<file path="src/lfb_pkg.sv">
// Constants, types and register map of the LED fade and blink controller
// Function
// Six-bit group code selects 64 levels
// Code maps to current by square law
// backlight_on turns backlight on or off
// Turn on/off fades through level codes
// Separate fade-in and fade-out rates, 15 each
// Rate code zero disables fading
// Host writes fade rates before backlight_on
// Rate is full-scale time, scaled by code
// Fade skip: rewrite jumps to target
// Joined channel follows channel 1 controls
// Unjoined channel uses own code, enable
// Blink timers only on channels 3 to 5
// Nonzero off-time enters blink operation
// Blink ignored on joined channels
// Blink fades, but without fade skip
// Same-write enabled blinkers start together
// Boost mode zero is LED operation
// Bias select limits boost to group
// Overvoltage level one selects 5.6 V
// Host configures, then backlight, then indicators
// Standalone boost mode forces LEDs off
// Fade steps one code per rate/63
package lfb_pkg;
  localparam int unsigned CLK_PERIOD_NS  = 40;
  localparam int unsigned TENTH_SEC_NS   = 100_000_000;
  localparam int unsigned LVL_STEPS      = 63;
  // Per tenth-second of rate, cycles of one code step, rounded down
  localparam int unsigned STEP_UNIT_DEF  = TENTH_SEC_NS / CLK_PERIOD_NS / LVL_STEPS;
  localparam int unsigned BLINK_UNIT_MS  = 100;
  localparam int unsigned BLINK_UNIT_DEF = BLINK_UNIT_MS * 1_000_000 / CLK_PERIOD_NS;
  localparam int unsigned FS_UA          = 20000;
  localparam int unsigned NUM_CH         = 5;
  localparam int unsigned NUM_BLK        = 3;
  localparam int unsigned BLK_FIRST      = 2;
  localparam int          LVL_W          = 6;
  localparam int          UA_W           = 15;
  localparam int          ADDR_W         = 6;
  localparam logic [5:0]  OFS_CTRL       = 6'h00;
  localparam logic [5:0]  OFS_GROUP      = 6'h04;
  localparam logic [5:0]  OFS_FADE       = 6'h08;
  localparam logic [5:0]  OFS_CHON       = 6'h0C;
  localparam logic [1:0]  PAGE_SINK      = 2'h1;
  localparam logic [1:0]  PAGE_BLINK     = 2'h2;
  localparam logic [5:0]  OFS_STATUS     = 6'h30;
  localparam logic [3:0]  RATE_OFF       = 4'h0;
  typedef struct packed {
    logic overvoltage_level;
    logic bias_source_select;
    logic boost_mode_select;
    logic fade_skip_enable;
    logic backlight_on;
  } lfb_ctrl_s;
  typedef struct packed {
    logic [3:0] channel_group_join;
    logic [1:0] rsvd;
    logic [5:0] backlight_level_code;
  } lfb_group_s;
  typedef struct packed {
    logic [3:0] fade_out_rate;
    logic [3:0] fade_in_rate;
  } lfb_fade_s;
  typedef struct packed {
    logic [3:0] blink_off_time;
    logic [3:0] blink_on_time;
  } lfb_blink_s;
  typedef struct packed {
    logic [2:0] blink_lit;
    logic       led_mode;
    logic       boost_active;
    logic       group_fading;
    logic [5:0] group_level;
  } lfb_status_s;
  typedef enum logic [1:0] {BLK_IDLE, BLK_ON, BLK_OFF} lfb_blk_e;
  localparam lfb_ctrl_s  CTRL_RST  = '0;
  localparam lfb_group_s GROUP_RST = '0;
  localparam lfb_fade_s  FADE_RST  = '0;
  localparam lfb_blink_s BLINK_RST = '0;

  // Full-scale fade time in tenths of a second
  function automatic logic [5:0] lfb_rate_tenths(input logic [3:0] c);
    case (c)
      4'h1:    return 6'd3;
      4'h2:    return 6'd6;
      4'h3:    return 6'd9;
      4'h4:    return 6'd12;
      4'h5:    return 6'd9;
      4'h6:    return 6'd12;
      4'h7:    return 6'd21;
      4'h8:    return 6'd24;
      4'h9:    return 6'd27;
      4'hA:    return 6'd30;
      4'hB:    return 6'd33;
      4'hC:    return 6'd36;
      4'hD:    return 6'd39;
      4'hE:    return 6'd42;
      4'hF:    return 6'd45;
      default: return 6'd0;
    endcase
  endfunction

  // Sink current in microamps for a level code
  function automatic logic [14:0] lfb_square_ua(input logic [5:0] code);
    logic [31:0] p;
    p = 32'(code) * 32'(code) * FS_UA / (LVL_STEPS * LVL_STEPS);
    return p[14:0];
  endfunction
endpackage

</file>
<file path="src/lfb_led_ctrl.sv">
// LED sink controller: register slave, fade ramps, blink timers, boost control
//
// Design decisions made here: the Avalon-MM interface to the registers and the register addresses.
`timescale 1ns/100ps
module lfb_led_ctrl
  import lfb_pkg::*;
#(
  parameter int unsigned STEP_UNIT_CYCLES  = STEP_UNIT_DEF,
  parameter int unsigned BLINK_UNIT_CYCLES = BLINK_UNIT_DEF
) (
  input  wire logic                           clk_i,
  input  wire logic                           sys_rst_i,
  input  wire logic [ADDR_W-1:0]              avs_address_i,
  input  wire logic                           avs_read_i,
  input  wire logic                           avs_write_i,
  input  wire logic [31:0]                    avs_writedata_i,
  input  wire logic [3:0]                     avs_byteenable_i,
  output logic      [31:0]                    avs_readdata_o,
  output logic                                avs_waitrequest_o,
  output logic [NUM_CH-1:0][LVL_W-1:0]        sink_code_o,
  output logic [NUM_CH-1:0][UA_W-1:0]         sink_ua_o,
  output logic                                boost_led_mode_o,
  output logic                                boost_active_o,
  output logic                                ovp_low_o
);

  if (STEP_UNIT_CYCLES < 1 || BLINK_UNIT_CYCLES < 1) begin : g_chk
    $error("Step and blink units must be at least one cycle");
  end

  lfb_ctrl_s                    ctrl;
  lfb_group_s                   grp;
  lfb_fade_s                    fade;
  logic [3:0]                   chan_on;
  logic [3:0][LVL_W-1:0]        sink_set;
  lfb_blink_s [NUM_BLK-1:0]     blink;
  logic                         ack;
  logic                         req;
  logic                         wr_fire;
  logic [31:0]                  wr_word;
  logic [31:0]                  rd_word;
  logic                         skip_q;
  logic                         led_mode;
  logic [NUM_CH-1:0][LVL_W-1:0] lvl;
  logic [NUM_CH-1:0][LVL_W-1:0] tgt;
  logic [NUM_CH-1:0]            fade_use;
  logic [NUM_CH-1:0]            jump;
  logic [NUM_CH-1:0]            blink_act;
  logic [NUM_CH-1:0]            lit;
  lfb_status_s                  status;

  // Bytes of old merged with write data under byte enables
  function automatic logic [31:0] be_merge(input logic [31:0] old, input logic [31:0] wd,
                                           input logic [3:0] be);
    logic [31:0] r;
    r = old;
    for (int i = 0; i < 4; i++) begin
      if (be[i]) begin
        r[i*8 +: 8] = wd[i*8 +: 8];
      end
    end
    return r;
  endfunction

  // One wait state on every access; request completes when ack is high
  assign req               = avs_read_i | avs_write_i;
  assign avs_waitrequest_o = req & ~ack;
  assign wr_fire           = avs_write_i & ack;
  assign led_mode          = ~ctrl.boost_mode_select;

  always_ff @(posedge clk_i or posedge sys_rst_i) begin
    if (sys_rst_i) begin
      ack <= 1'b0;
    end else begin
      ack <= req & ~ack;
    end
  end

  // Current contents of the addressed register, before merge
  always_comb begin
    rd_word = 32'h0000_0000;
    case (avs_address_i)
      OFS_CTRL:   rd_word = 32'(ctrl);
      OFS_GROUP:  rd_word = 32'(grp);
      OFS_FADE:   rd_word = 32'(fade);
      OFS_CHON:   rd_word = 32'(chan_on);
      OFS_STATUS: rd_word = 32'(status);
      default: begin
        if (avs_address_i[5:4] == PAGE_SINK) begin
          rd_word = 32'(sink_set[avs_address_i[3:2]]);
        end else if (avs_address_i[5:4] == PAGE_BLINK && avs_address_i[3:2] != 2'h3) begin
          rd_word = 32'(blink[avs_address_i[3:2]]);
        end
      end
    endcase
  end

  assign wr_word = be_merge(rd_word, avs_writedata_i, avs_byteenable_i);

  always_ff @(posedge clk_i or posedge sys_rst_i) begin
    if (sys_rst_i) begin
      avs_readdata_o <= 32'h0000_0000;
    end else if (avs_read_i & ~ack) begin
      avs_readdata_o <= rd_word;
    end
  end

  always_ff @(posedge clk_i or posedge sys_rst_i) begin
    if (sys_rst_i) begin
      ctrl     <= CTRL_RST;
      grp      <= GROUP_RST;
      fade     <= FADE_RST;
      chan_on  <= 4'h0;
      sink_set <= '0;
      blink    <= {NUM_BLK{BLINK_RST}};
    end else if (wr_fire) begin
      case (avs_address_i)
        OFS_CTRL:  ctrl    <= lfb_ctrl_s'(wr_word[$bits(lfb_ctrl_s)-1:0]);
        OFS_GROUP: begin
          grp      <= lfb_group_s'(wr_word[$bits(lfb_group_s)-1:0]);
          grp.rsvd <= 2'h0;
        end
        OFS_FADE:  fade    <= lfb_fade_s'(wr_word[$bits(lfb_fade_s)-1:0]);
        OFS_CHON:  chan_on <= wr_word[3:0];
        default: begin
          if (avs_address_i[5:4] == PAGE_SINK) begin
            sink_set[avs_address_i[3:2]] <= wr_word[LVL_W-1:0];
          end else if (avs_address_i[5:4] == PAGE_BLINK && avs_address_i[3:2] != 2'h3) begin
            blink[avs_address_i[3:2]] <= lfb_blink_s'(wr_word[$bits(lfb_blink_s)-1:0]);
          end
        end
      endcase
    end
  end

  // Jump is applied a cycle later so it lands on the newly written target
  always_ff @(posedge clk_i or posedge sys_rst_i) begin
    if (sys_rst_i) begin
      skip_q <= 1'b0;
    end else begin
      skip_q <= wr_fire && avs_address_i == OFS_CTRL && avs_byteenable_i[0]
                && ctrl.fade_skip_enable && lvl[0] != tgt[0];
    end
  end

  // Targets per channel; channel 0 is the backlight group
  always_comb begin
    tgt       = '0;
    fade_use  = '0;
    jump      = '0;
    tgt[0]      = (led_mode && ctrl.backlight_on) ? grp.backlight_level_code : '0;
    fade_use[0] = 1'b1;
    jump[0]     = skip_q | ~led_mode;
    for (int c = 1; c < NUM_CH; c++) begin
      // Joined channel keeps its own ramp idle at zero
      jump[c]     = grp.channel_group_join[c-1] | ~led_mode;
      fade_use[c] = blink_act[c];
      if (led_mode && !grp.channel_group_join[c-1] && chan_on[c-1] && lit[c]) begin
        tgt[c] = sink_set[c-1];
      end
    end
  end

  for (genvar c = 0; c < NUM_CH; c++) begin : g_ch
    logic [31:0] cnt;
    logic [31:0] step_len;
    logic [3:0]  rcode;
    logic        up;
    assign up       = tgt[c] > lvl[c];
    assign rcode    = up ? fade.fade_in_rate : fade.fade_out_rate;
    // Full 0..63 sweep takes the rate; partial moves scale by code
    assign step_len = 32'(lfb_rate_tenths(rcode)) * STEP_UNIT_CYCLES;
    always_ff @(posedge clk_i or posedge sys_rst_i) begin
      if (sys_rst_i) begin
        lvl[c] <= '0;
        cnt    <= 32'h0000_0000;
      end else if (jump[c] || !fade_use[c] || rcode == RATE_OFF) begin
        lvl[c] <= tgt[c];
        cnt    <= 32'h0000_0000;
      end else if (lvl[c] == tgt[c]) begin
        cnt    <= 32'h0000_0000;
      end else if (cnt >= step_len - 32'h1) begin
        cnt    <= 32'h0000_0000;
        lvl[c] <= up ? lvl[c] + 6'h01 : lvl[c] - 6'h01;
      end else begin
        cnt    <= cnt + 32'h1;
      end
    end
    // Outputs cleared at once in standalone mode, ramps jump to zero on the same edge
    always_ff @(posedge clk_i or posedge sys_rst_i) begin
      if (sys_rst_i) begin
        sink_code_o[c] <= '0;
      end else if (!led_mode) begin
        sink_code_o[c] <= '0;
      end else if (c != 0 && grp.channel_group_join[c == 0 ? 0 : c-1]) begin
        sink_code_o[c] <= lvl[0];
      end else begin
        sink_code_o[c] <= lvl[c];
      end
    end
    always_ff @(posedge clk_i or posedge sys_rst_i) begin
      if (sys_rst_i) begin
        sink_ua_o[c] <= '0;
      end else begin
        sink_ua_o[c] <= lfb_square_ua(sink_code_o[c]);
      end
    end
  end

  // Channels without a blink timer are always in the lit phase
  for (genvar c = 0; c < NUM_CH; c++) begin : g_blk
    if (c >= BLK_FIRST) begin : g_on
      lfb_blk_e    st;
      logic [31:0] cnt;
      logic [31:0] on_len;
      logic [31:0] off_len;
      lfb_blink_s  b;
      assign b       = blink[c-BLK_FIRST];
      assign on_len  = 32'(b.blink_on_time == 4'h0 ? 4'h1 : b.blink_on_time) * BLINK_UNIT_CYCLES;
      assign off_len = 32'(b.blink_off_time) * BLINK_UNIT_CYCLES;
      assign blink_act[c] = led_mode && !grp.channel_group_join[c-1] && chan_on[c-1]
                            && b.blink_off_time != 4'h0;  // see
      assign lit[c] = st != BLK_OFF;
      always_ff @(posedge clk_i or posedge sys_rst_i) begin
        if (sys_rst_i) begin
          st  <= BLK_IDLE;
          cnt <= 32'h0000_0000;
        end else if (!blink_act[c]) begin
          st  <= BLK_IDLE;
          cnt <= 32'h0000_0000;
        end else begin
          case (st)
            BLK_IDLE: begin
              // All channels enabled by one write leave idle on one edge
              st  <= BLK_ON;  // see
              cnt <= 32'h0000_0000;
            end
            BLK_ON: begin
              cnt <= (cnt >= on_len - 32'h1) ? 32'h0000_0000 : cnt + 32'h1;
              if (cnt >= on_len - 32'h1) begin
                st <= BLK_OFF;
              end
            end
            BLK_OFF: begin
              cnt <= (cnt >= off_len - 32'h1) ? 32'h0000_0000 : cnt + 32'h1;
              if (cnt >= off_len - 32'h1) begin
                st <= BLK_ON;
              end
            end
            default: begin
              st  <= BLK_IDLE;
              cnt <= 32'h0000_0000;
            end
          endcase
        end
      end
    end else begin : g_none
      assign blink_act[c] = 1'b0;
      assign lit[c]       = 1'b1;
    end
  end

  // Boost demand: group always, independent sinks only when bias is shared
  always_ff @(posedge clk_i or posedge sys_rst_i) begin
    if (sys_rst_i) begin
      boost_active_o   <= 1'b0;
      boost_led_mode_o <= 1'b1;
      ovp_low_o        <= 1'b0;
    end else begin
      boost_led_mode_o <= led_mode;
      ovp_low_o        <= ctrl.overvoltage_level;
      boost_active_o   <= led_mode && (lvl[0] != '0 || (!ctrl.bias_source_select
                          && lvl[NUM_CH-1:1] != '0));
    end
  end

  assign status.blink_lit    = {lit[4] & blink_act[4], lit[3] & blink_act[3],
                                lit[2] & blink_act[2]};
  assign status.led_mode     = led_mode;
  assign status.boost_active = boost_active_o;
  assign status.group_fading = lvl[0] != tgt[0];
  assign status.group_level  = lvl[0];
endmodule // lfb_led_ctrl

</file>
<file path="config.mk">
export PLATFORM = sky130hd
export DESIGN_NAME = lfb_led_ctrl
export DESIGN_NICKNAME = d
export VERILOG_FILES = /design/src/lfb_pkg.sv /design/src/lfb_led_ctrl.sv
export SDC_FILE = /design/constraint.sdc
export NUM_CORES = 2
export LEC_CHECK = 0
export BUFFER_PORTS_ARGS = -buffer_cell sky130_fd_sc_hd__buf_4
export CORE_MARGIN = 5
export CORE_UTILIZATION = 55
export CTS_BUF_LIST = sky130_fd_sc_hd__clkbuf_8
export CTS_CLUSTER_DIAMETER = 100
export DETAILED_ROUTE_END_ITERATION = 7
export HOLD_SLACK_MARGIN = 0.08
export MAX_ROUTING_LAYER = met4
export PLACE_DENSITY = 0.71
export SYNTH_ARGS = -nofsm -noshare
export SYNTH_HDL_FRONTEND = slang
export SYNTH_SLANG_ARGS = --single-unit
</file>
<file path="constraint.sdc">
create_clock -name clk_i -period 25.7 [get_ports clk_i]
set_input_delay 2.57 -clock clk_i [delete_from_list [all_inputs] [get_ports clk_i]]
set_output_delay 2.57 -clock clk_i [all_outputs]
set_load 0.01 [all_outputs]
</file>
# Word level (Yosys, flattened, before mapping)
# Memories as Yosys holds them, arrays and structs flattened.
# Index checks and enable logic that the tools add are counted.
# word_totals
input_bits,46
wordCells,328
reg_bits,477
output_inout_bits,141
mem_count,4
romBits,384
# memory_table
memory,words,word_bits,rd,rd_clocked_by_memory_dff,write_ports,line_no,source
(no name shown),16,6,1,0,0,lfb_pkg.sv:83,case (c)
(no name shown),16,6,1,0,0,lfb_pkg.sv:83,
(no name shown),16,6,1,0,0,lfb_pkg.sv:83,
(no name shown),16,6,1,0,0,lfb_pkg.sv:83,
# classes
magnitude_cmp,16
addsub,25
eq_ne,31
n_mul,20
muxes,88
n_reduce_logical,73
bitwise,15
div_mod_pow,5
# ops
op,n
2-to-1 mux 32 bit,22
>= comparator 32 bit,10
adder 32 x 1 -> 32 bit (second input constant),7
2-to-1 mux 6 bit,32
case mux 32 bit (2 select lines),3
subtractor 26 x 1 -> 27 bit (second input constant),6
divider 27 x 12 -> 32 bit (second input constant),5
case mux 32 bit (5 select lines),1
multiplier 4 x 17 -> 21 bit (second input constant),6
multiplier 12 x 10 -> 22 bit (second input constant),5
subtractor 22 x 1 -> 23 bit (second input constant),4
multiplier 6 x 15 -> 21 bit (second input constant),4
multiplier 6 x 6 -> 12 bit,5
bitwise mux 24 bit,2
2-to-1 mux 4 bit,8
2-to-1 mux 8 bit,4
zero test 4 bit,7
adder 6 x 1 -> 6 bit (second input constant),4
equality test 6 bit,4
greater-than comparator 6 bit,4
nonzero test 24 bit,1
subtractor 6 x 1 -> 6 bit (second input constant),4
logical AND 1 bit,23
AND reduction 2 bit,11
29 further kinds,91

# Depth between registers and ports, before layout
# An unclocked memory read counts as a cell.
# depth
word_depth,14
mapped_depth,110
ltp_nobuf,99

# Worst setup path after synthesis
# Ideal clock, no wire load.
# synth_timing
path_kind,reg-to-reg
from,reg sink_code_o[6] (netlist name)
to,reg sink_ua_o[15] (netlist name)
t_required_ps,25571
path_stages_with_launch,97
setup_ps,129
period_less_slack_ps,23620
arrival_ps,23491
slack_ps,2080
n_path_buf,8
path_cell_list,dfrtp_1 > clkbuf_1 > and2_1 > fa_1 > inv_1 > fa_1 > fa_1 > inv_1 > ha_1 > a21oi_1 > nor2_1 > nor2_1 > o21bai_1 > a21oi_1 > o21bai_1 > a21oi_1 > xor2_1 > fa_1 > [... 61 more ...] > nor4b_1 > o2111ai_1 > nor2b_1 > a21bo_2 > o21ai_4 > inv_2 > ha_1 > or4_1 > nand4_2 > and2_1 > buf_2 > ha_1 > nor2_1 > nand4_1 > and3b_1 > a311oi_1 > o32ai_1 > a2111o_1
# synth_via
elab_chain_len,3
# synth_lines
element,line_no,source
"start, declared",lfb_led_ctrl.sv:20,"output logic [NUM_CH-1:0][LVL_W-1:0] sink_code_o,"
"start signal, assigned by index",lfb_led_ctrl.sv:196,sink_code_o[c] <= lvl[0];
"start signal, assigned by index",lfb_led_ctrl.sv:198,sink_code_o[c] <= lvl[c];
multiplier 6 x 6 -> 12 bit,lfb_pkg.sv:106,p = 32'(code) * 32'(code) * FS_UA / (LVL_STEPS * LVL_STEPS);
multiplier 12 x 10 -> 22 bit,lfb_pkg.sv:106,
divider 27 x 12 -> 32 bit,lfb_pkg.sv:106,
"end signal, assigned by index",lfb_led_ctrl.sv:205,sink_ua_o[c] <= lfb_square_ua(sink_code_o[c]);
"end, declared",lfb_led_ctrl.sv:21,"output logic [NUM_CH-1:0][UA_W-1:0] sink_ua_o,"
# No other way between the ends.
# A chain may end at the register's enable or synchronous reset.

# Worst setup path in the final report
# layout_timing
from,reg sink_code_o[13] (netlist name)
to,reg sink_ua_o[30] (netlist name)
# The elaborated chain is that of the path after synthesis.

==> flow_summary.yaml <==
die:
  die_w_um: 411
  die-area_um2: 169000
  die_y_um: 411
  num_rows: 147
  start_util: 0.551
  fp.coreArea_um2: 160000
  ios: 187
placement:
  gp_congestion: 0.977
  dp_hpwl_mm: 203
  io_buffers: 144
  place_area_um2: 93500
yosys:
  synth_edf_count: 0
  ys_warn_count: 0
  synth-main-ff-cell: "dfrtp_1"
  synth-seq-cells: 457
  synth_area_per_cell_um2: 7.82
  post_synth_num_cell_types: 194
  synth_area_um2: 88300
  seq_area_frac_synth: 0.129
  async_flop_share: 1.00
  postSynthCellCount: 11299
power:
  p_int_mw: 4.20
  combPwrFrac: 0.805
  cellLeakagePower_nw: 43.7
  ir_worst_vdd_uv: 166
  seqPwrFrac: 0.096
  switching_share: 0.518
  power_density_nw_per_um2: 89.9
  p_sw_mw: 4.51
  clkPwrFrac: 0.098
setup_path:
  startpoint_type: "flop"
  endpoint_kind: "flop"
  worst_path_most_repeated_cell: "ha_1"
  crit_family: "compound AO/OA/AOI/OAI gates"
  timing.rr.start: "sink_code_o[13]$_DFF_PP0_"
  path_buf_inv: 10
  crit_path_top_delay_cell: "or4_4"
  path_class: "reg2reg"
  crit_fanout: 14
  cp-startpoint: "sink_code_o[13]$_DFF_PP0_"
  crit_arrival_ns: 25.15
  r2r_slack_ns: 1.22
  cp.depth: 89
  crit_required_ns: 26.37
  r2r.worst_path.cells: 89
  max_stage_delay_ns: 0.63
sta:
  finClkSkew_ns: 0.0847
  timing.hold.ws_ns: 0.436
  finalCritPeriodShare: 0.952
  setup_viol: 0
  report.final.slew_viol_count: 0
  max_freq_ghz: 0.0409
  tightest_slew_ns: 1.14
  final_hold_viol_count: 0
  min_period_ns: 24.48
  maxSlewHeadroom: 0.231
status:
  failed_checks: "design-rule violations"
  status: "finished, violations left"
global_routing:
  grt_max_degree: 98
  overflow: 0
  antenna_found_initial: 8
  first_global_vias: 82757
  grt_pass1_wl_mm: 415
  grt_usage: 0.295
cells_and_area:
  fin_area_um2: 96900
  syn_to_final_growth_pct: 9.63
  nets: 12947
  drive_gt1_frac: 0.127
  final.fill_count: 14543
drt:
  drc_errors: 2
  ant_nets: 0
  wire_per_inst_um: 18.2
  routed_wl_mm: 254
  via_per_inst: 6.22
  drt_pass1_iterations: 8
  drt_iter0_drc: 6545
  vias: 86521
cts:
  cts.reportedPaths.clkPinSlew_ns: 0.06
  clock_sinks: 457
  cts.path.max_buffers: 3
  cts_tree: "done"
  clock_tree.root_cell: "clkbuf_8"
  clk_latency_ns: 0.86
  cts_max_level: 3
  numCtsBuffers: 91
worst_hold_path:
  hold_depth: 0
  hold_class: "reg2reg"
  worstHoldStart: "ctrl[4]$_DFFE_PP0P_"
flow_run:
  maxCapViolCount: 0
## timing repair
| action | in CTS | in global routing |
|---|---|---|
| resized for setup | 0 | 189 |
| hold buffers | 0 | 0 |
| setup buffers | 0 | 27 |
| setup endpoints to repair | 0 | 11 |
## metrics by stage
step / worst slack, ns / total power, mW / utilization / setup TNS, ns / instances
global placement: 0.709 / 7.46 / 0.584 / 0 / 13708
detailed placement: 0.426 / 7.64 / 0.584 / 0 / 13708
finish: 1.22 / 8.70 / 0.605 / 0 / 13904
floorplan: 2.08 / 5.66 / - / 0 / 11323
global route: -0.0938 / 9.50 / 0.605 / -0.218 / 13904
CTS: 0.381 / 8.56 / 0.596 / 0 / 13869
## cell type report
| cell class | instances | area (um^2) | share of cell area |
|---|---|---|---|
| clock buffers | 105 | 1450 | 0.0149 |
| diodes | 7 | 17.5 | 0.000181 |
| well taps | 2160 | 2700 | 0.0279 |
| repair buffers | 549 | 4150 | 0.0428 |
| clock inverters | 56 | 559 | 0.00577 |
| flip-flops and latches | 457 | 11400 | 0.118 |
| multi-input cells | 9717 | 73300 | 0.757 |
| inverters | 853 | 3230 | 0.0334 |
## cells in the final DEF, fill, tap and decap left out, types with 61 or more instances in the layout
master       n
ha_1      1056
nor2_1    1023
inv_1      846
nand2_1    832
a21oi_1    631
xnor2_1    609
buf_4      547
o21ai_0    452
dfrtp_1    452
xor2_1     360
nand3_1    358
nor3_1     345
and2_1     214
nand4_1    176
fa_1       174
nor2b_1    171
nand2b_1   151
and3_1     150
a21o_1     150
a31oi_1    140
o211ai_1   132
or3_1      129
mux2i_1    127
a211oi_1   120
or2_2      108
clkbuf_8   105
mux2_2     104
nor4_1     102
o21a_1      95
o21bai_1    90
or4_1       64
and4_1      61
## sequential cells by signal, summed over array words and instances (netlist names), 12 cells and up
register and flops:
g_ch.cnt 128, g_blk.g_on.cnt 96, sink_ua_o 75, lvl 30, sink_code_o 30, blink 24, sink_set 24, avs_readdata_o 12
## final timing paths
path / to
hold / removal: ovp_low_o$_DFF_PP0_
min in group asynchronous: sink_ua_o[51]$_DFF_PP0_
setup reg to reg: sink_ua_o[30]$_DFF_PP0_
max in group asynchronous: ack$_DFF_PP0_
setup / recovery: sink_ua_o[30]$_DFF_PP0_
hold reg to reg: ovp_low_o$_DFF_PP0_
## metal layers
layer	up-vias	part of all wire	track usage
li1	42281	-	-
met1	41252	0.44	0.376
met2	2536	0.47	0.484
met3	452	0.058	0.0382
met4	0	0.033	0.0974
met5	-	0	-
## worst reg2reg max path, delay by kind of cell, from the launching register on
family                     cells  cell delay [ns]
AOI/OAI and AO/OA             32             8.19
and+or+nand+nor               26             7.76
adders and majority gates     14             5.12
muxes                          4             1.20
buffers and inverters         10             0.81
xor gates and xnor gates       3             0.74
DFF                            1             0.49
## Yosys cell counts (40+ instances only)
| cell type | n | area share |
|---|---|---|
| a211o_1 | 46 | 0.0046 |
| a211oi_1 | 123 | 0.010 |
| a21boi_0 | 41 | 0.0035 |
| a21o_1 | 150 | 0.013 |
| a21oi_1 | 641 | 0.036 |
| a31oi_1 | 147 | 0.010 |
| and2_1 | 214 | 0.015 |
| and3_1 | 153 | 0.011 |
| and4_1 | 61 | 0.0060 |
| buf_2 | 46 | 0.0026 |
| buf_4 | 40 | 0.0034 |
| clkbuf_1 | 162 | 0.0069 |
| dfrtp_1 | 456 | 0.13 |
| fa_1 | 174 | 0.039 |
| ha_1 | 1058 | 0.15 |
| inv_1 | 826 | 0.035 |
| mux2_2 | 104 | 0.013 |
| mux2i_1 | 129 | 0.015 |
| nand2_1 | 836 | 0.036 |
| nand2b_1 | 151 | 0.011 |
| nand3_1 | 361 | 0.020 |
| nand4_1 | 176 | 0.012 |
| nor2_1 | 1027 | 0.044 |
| nor2b_1 | 171 | 0.012 |
| nor3_1 | 356 | 0.020 |
| nor3b_1 | 46 | 0.0039 |
| nor4_1 | 111 | 0.0079 |
| o2111ai_1 | 50 | 0.0050 |
| o211a_1 | 47 | 0.0053 |
| o211ai_1 | 132 | 0.011 |
| o21a_1 | 96 | 0.0082 |
| o21ai_0 | 458 | 0.026 |
| o21ai_1 | 54 | 0.0031 |
| o21bai_1 | 90 | 0.0076 |
| o22ai_1 | 41 | 0.0029 |
| o31ai_1 | 62 | 0.0053 |
| or2_2 | 108 | 0.0076 |
| or3_1 | 131 | 0.0093 |
| or4_1 | 65 | 0.0055 |
| xnor2_1 | 619 | 0.061 |
| xor2_1 | 368 | 0.036 |
## logic make-up after synthesis
group,count (synthesis),synth area share
compound gates,2961,0.243
xor+xnor,998,0.100
fa+ha+maj,1242,0.190
buf+inv,1150,0.0542
flops,457,0.129
mux,250,0.0314
other cells,1,0.0000424
simple gates,4240,0.252
## power groups by stage
stage / logic (mW) / registers, mW / clock network [mW]
4_1_cts: 6.84 / 0.837 / 0.885
2_1_floorplan: 4.83 / 0.829 / 0
3_5_place_dp: 6.79 / 0.850 / 0
5_1_grt: 7.74 / 0.844 / 0.916
6_report: 7.01 / 0.839 / 0.856
3_3_place_gp: 6.61 / 0.849 / 0
Power figures use the tool's default switching activity.
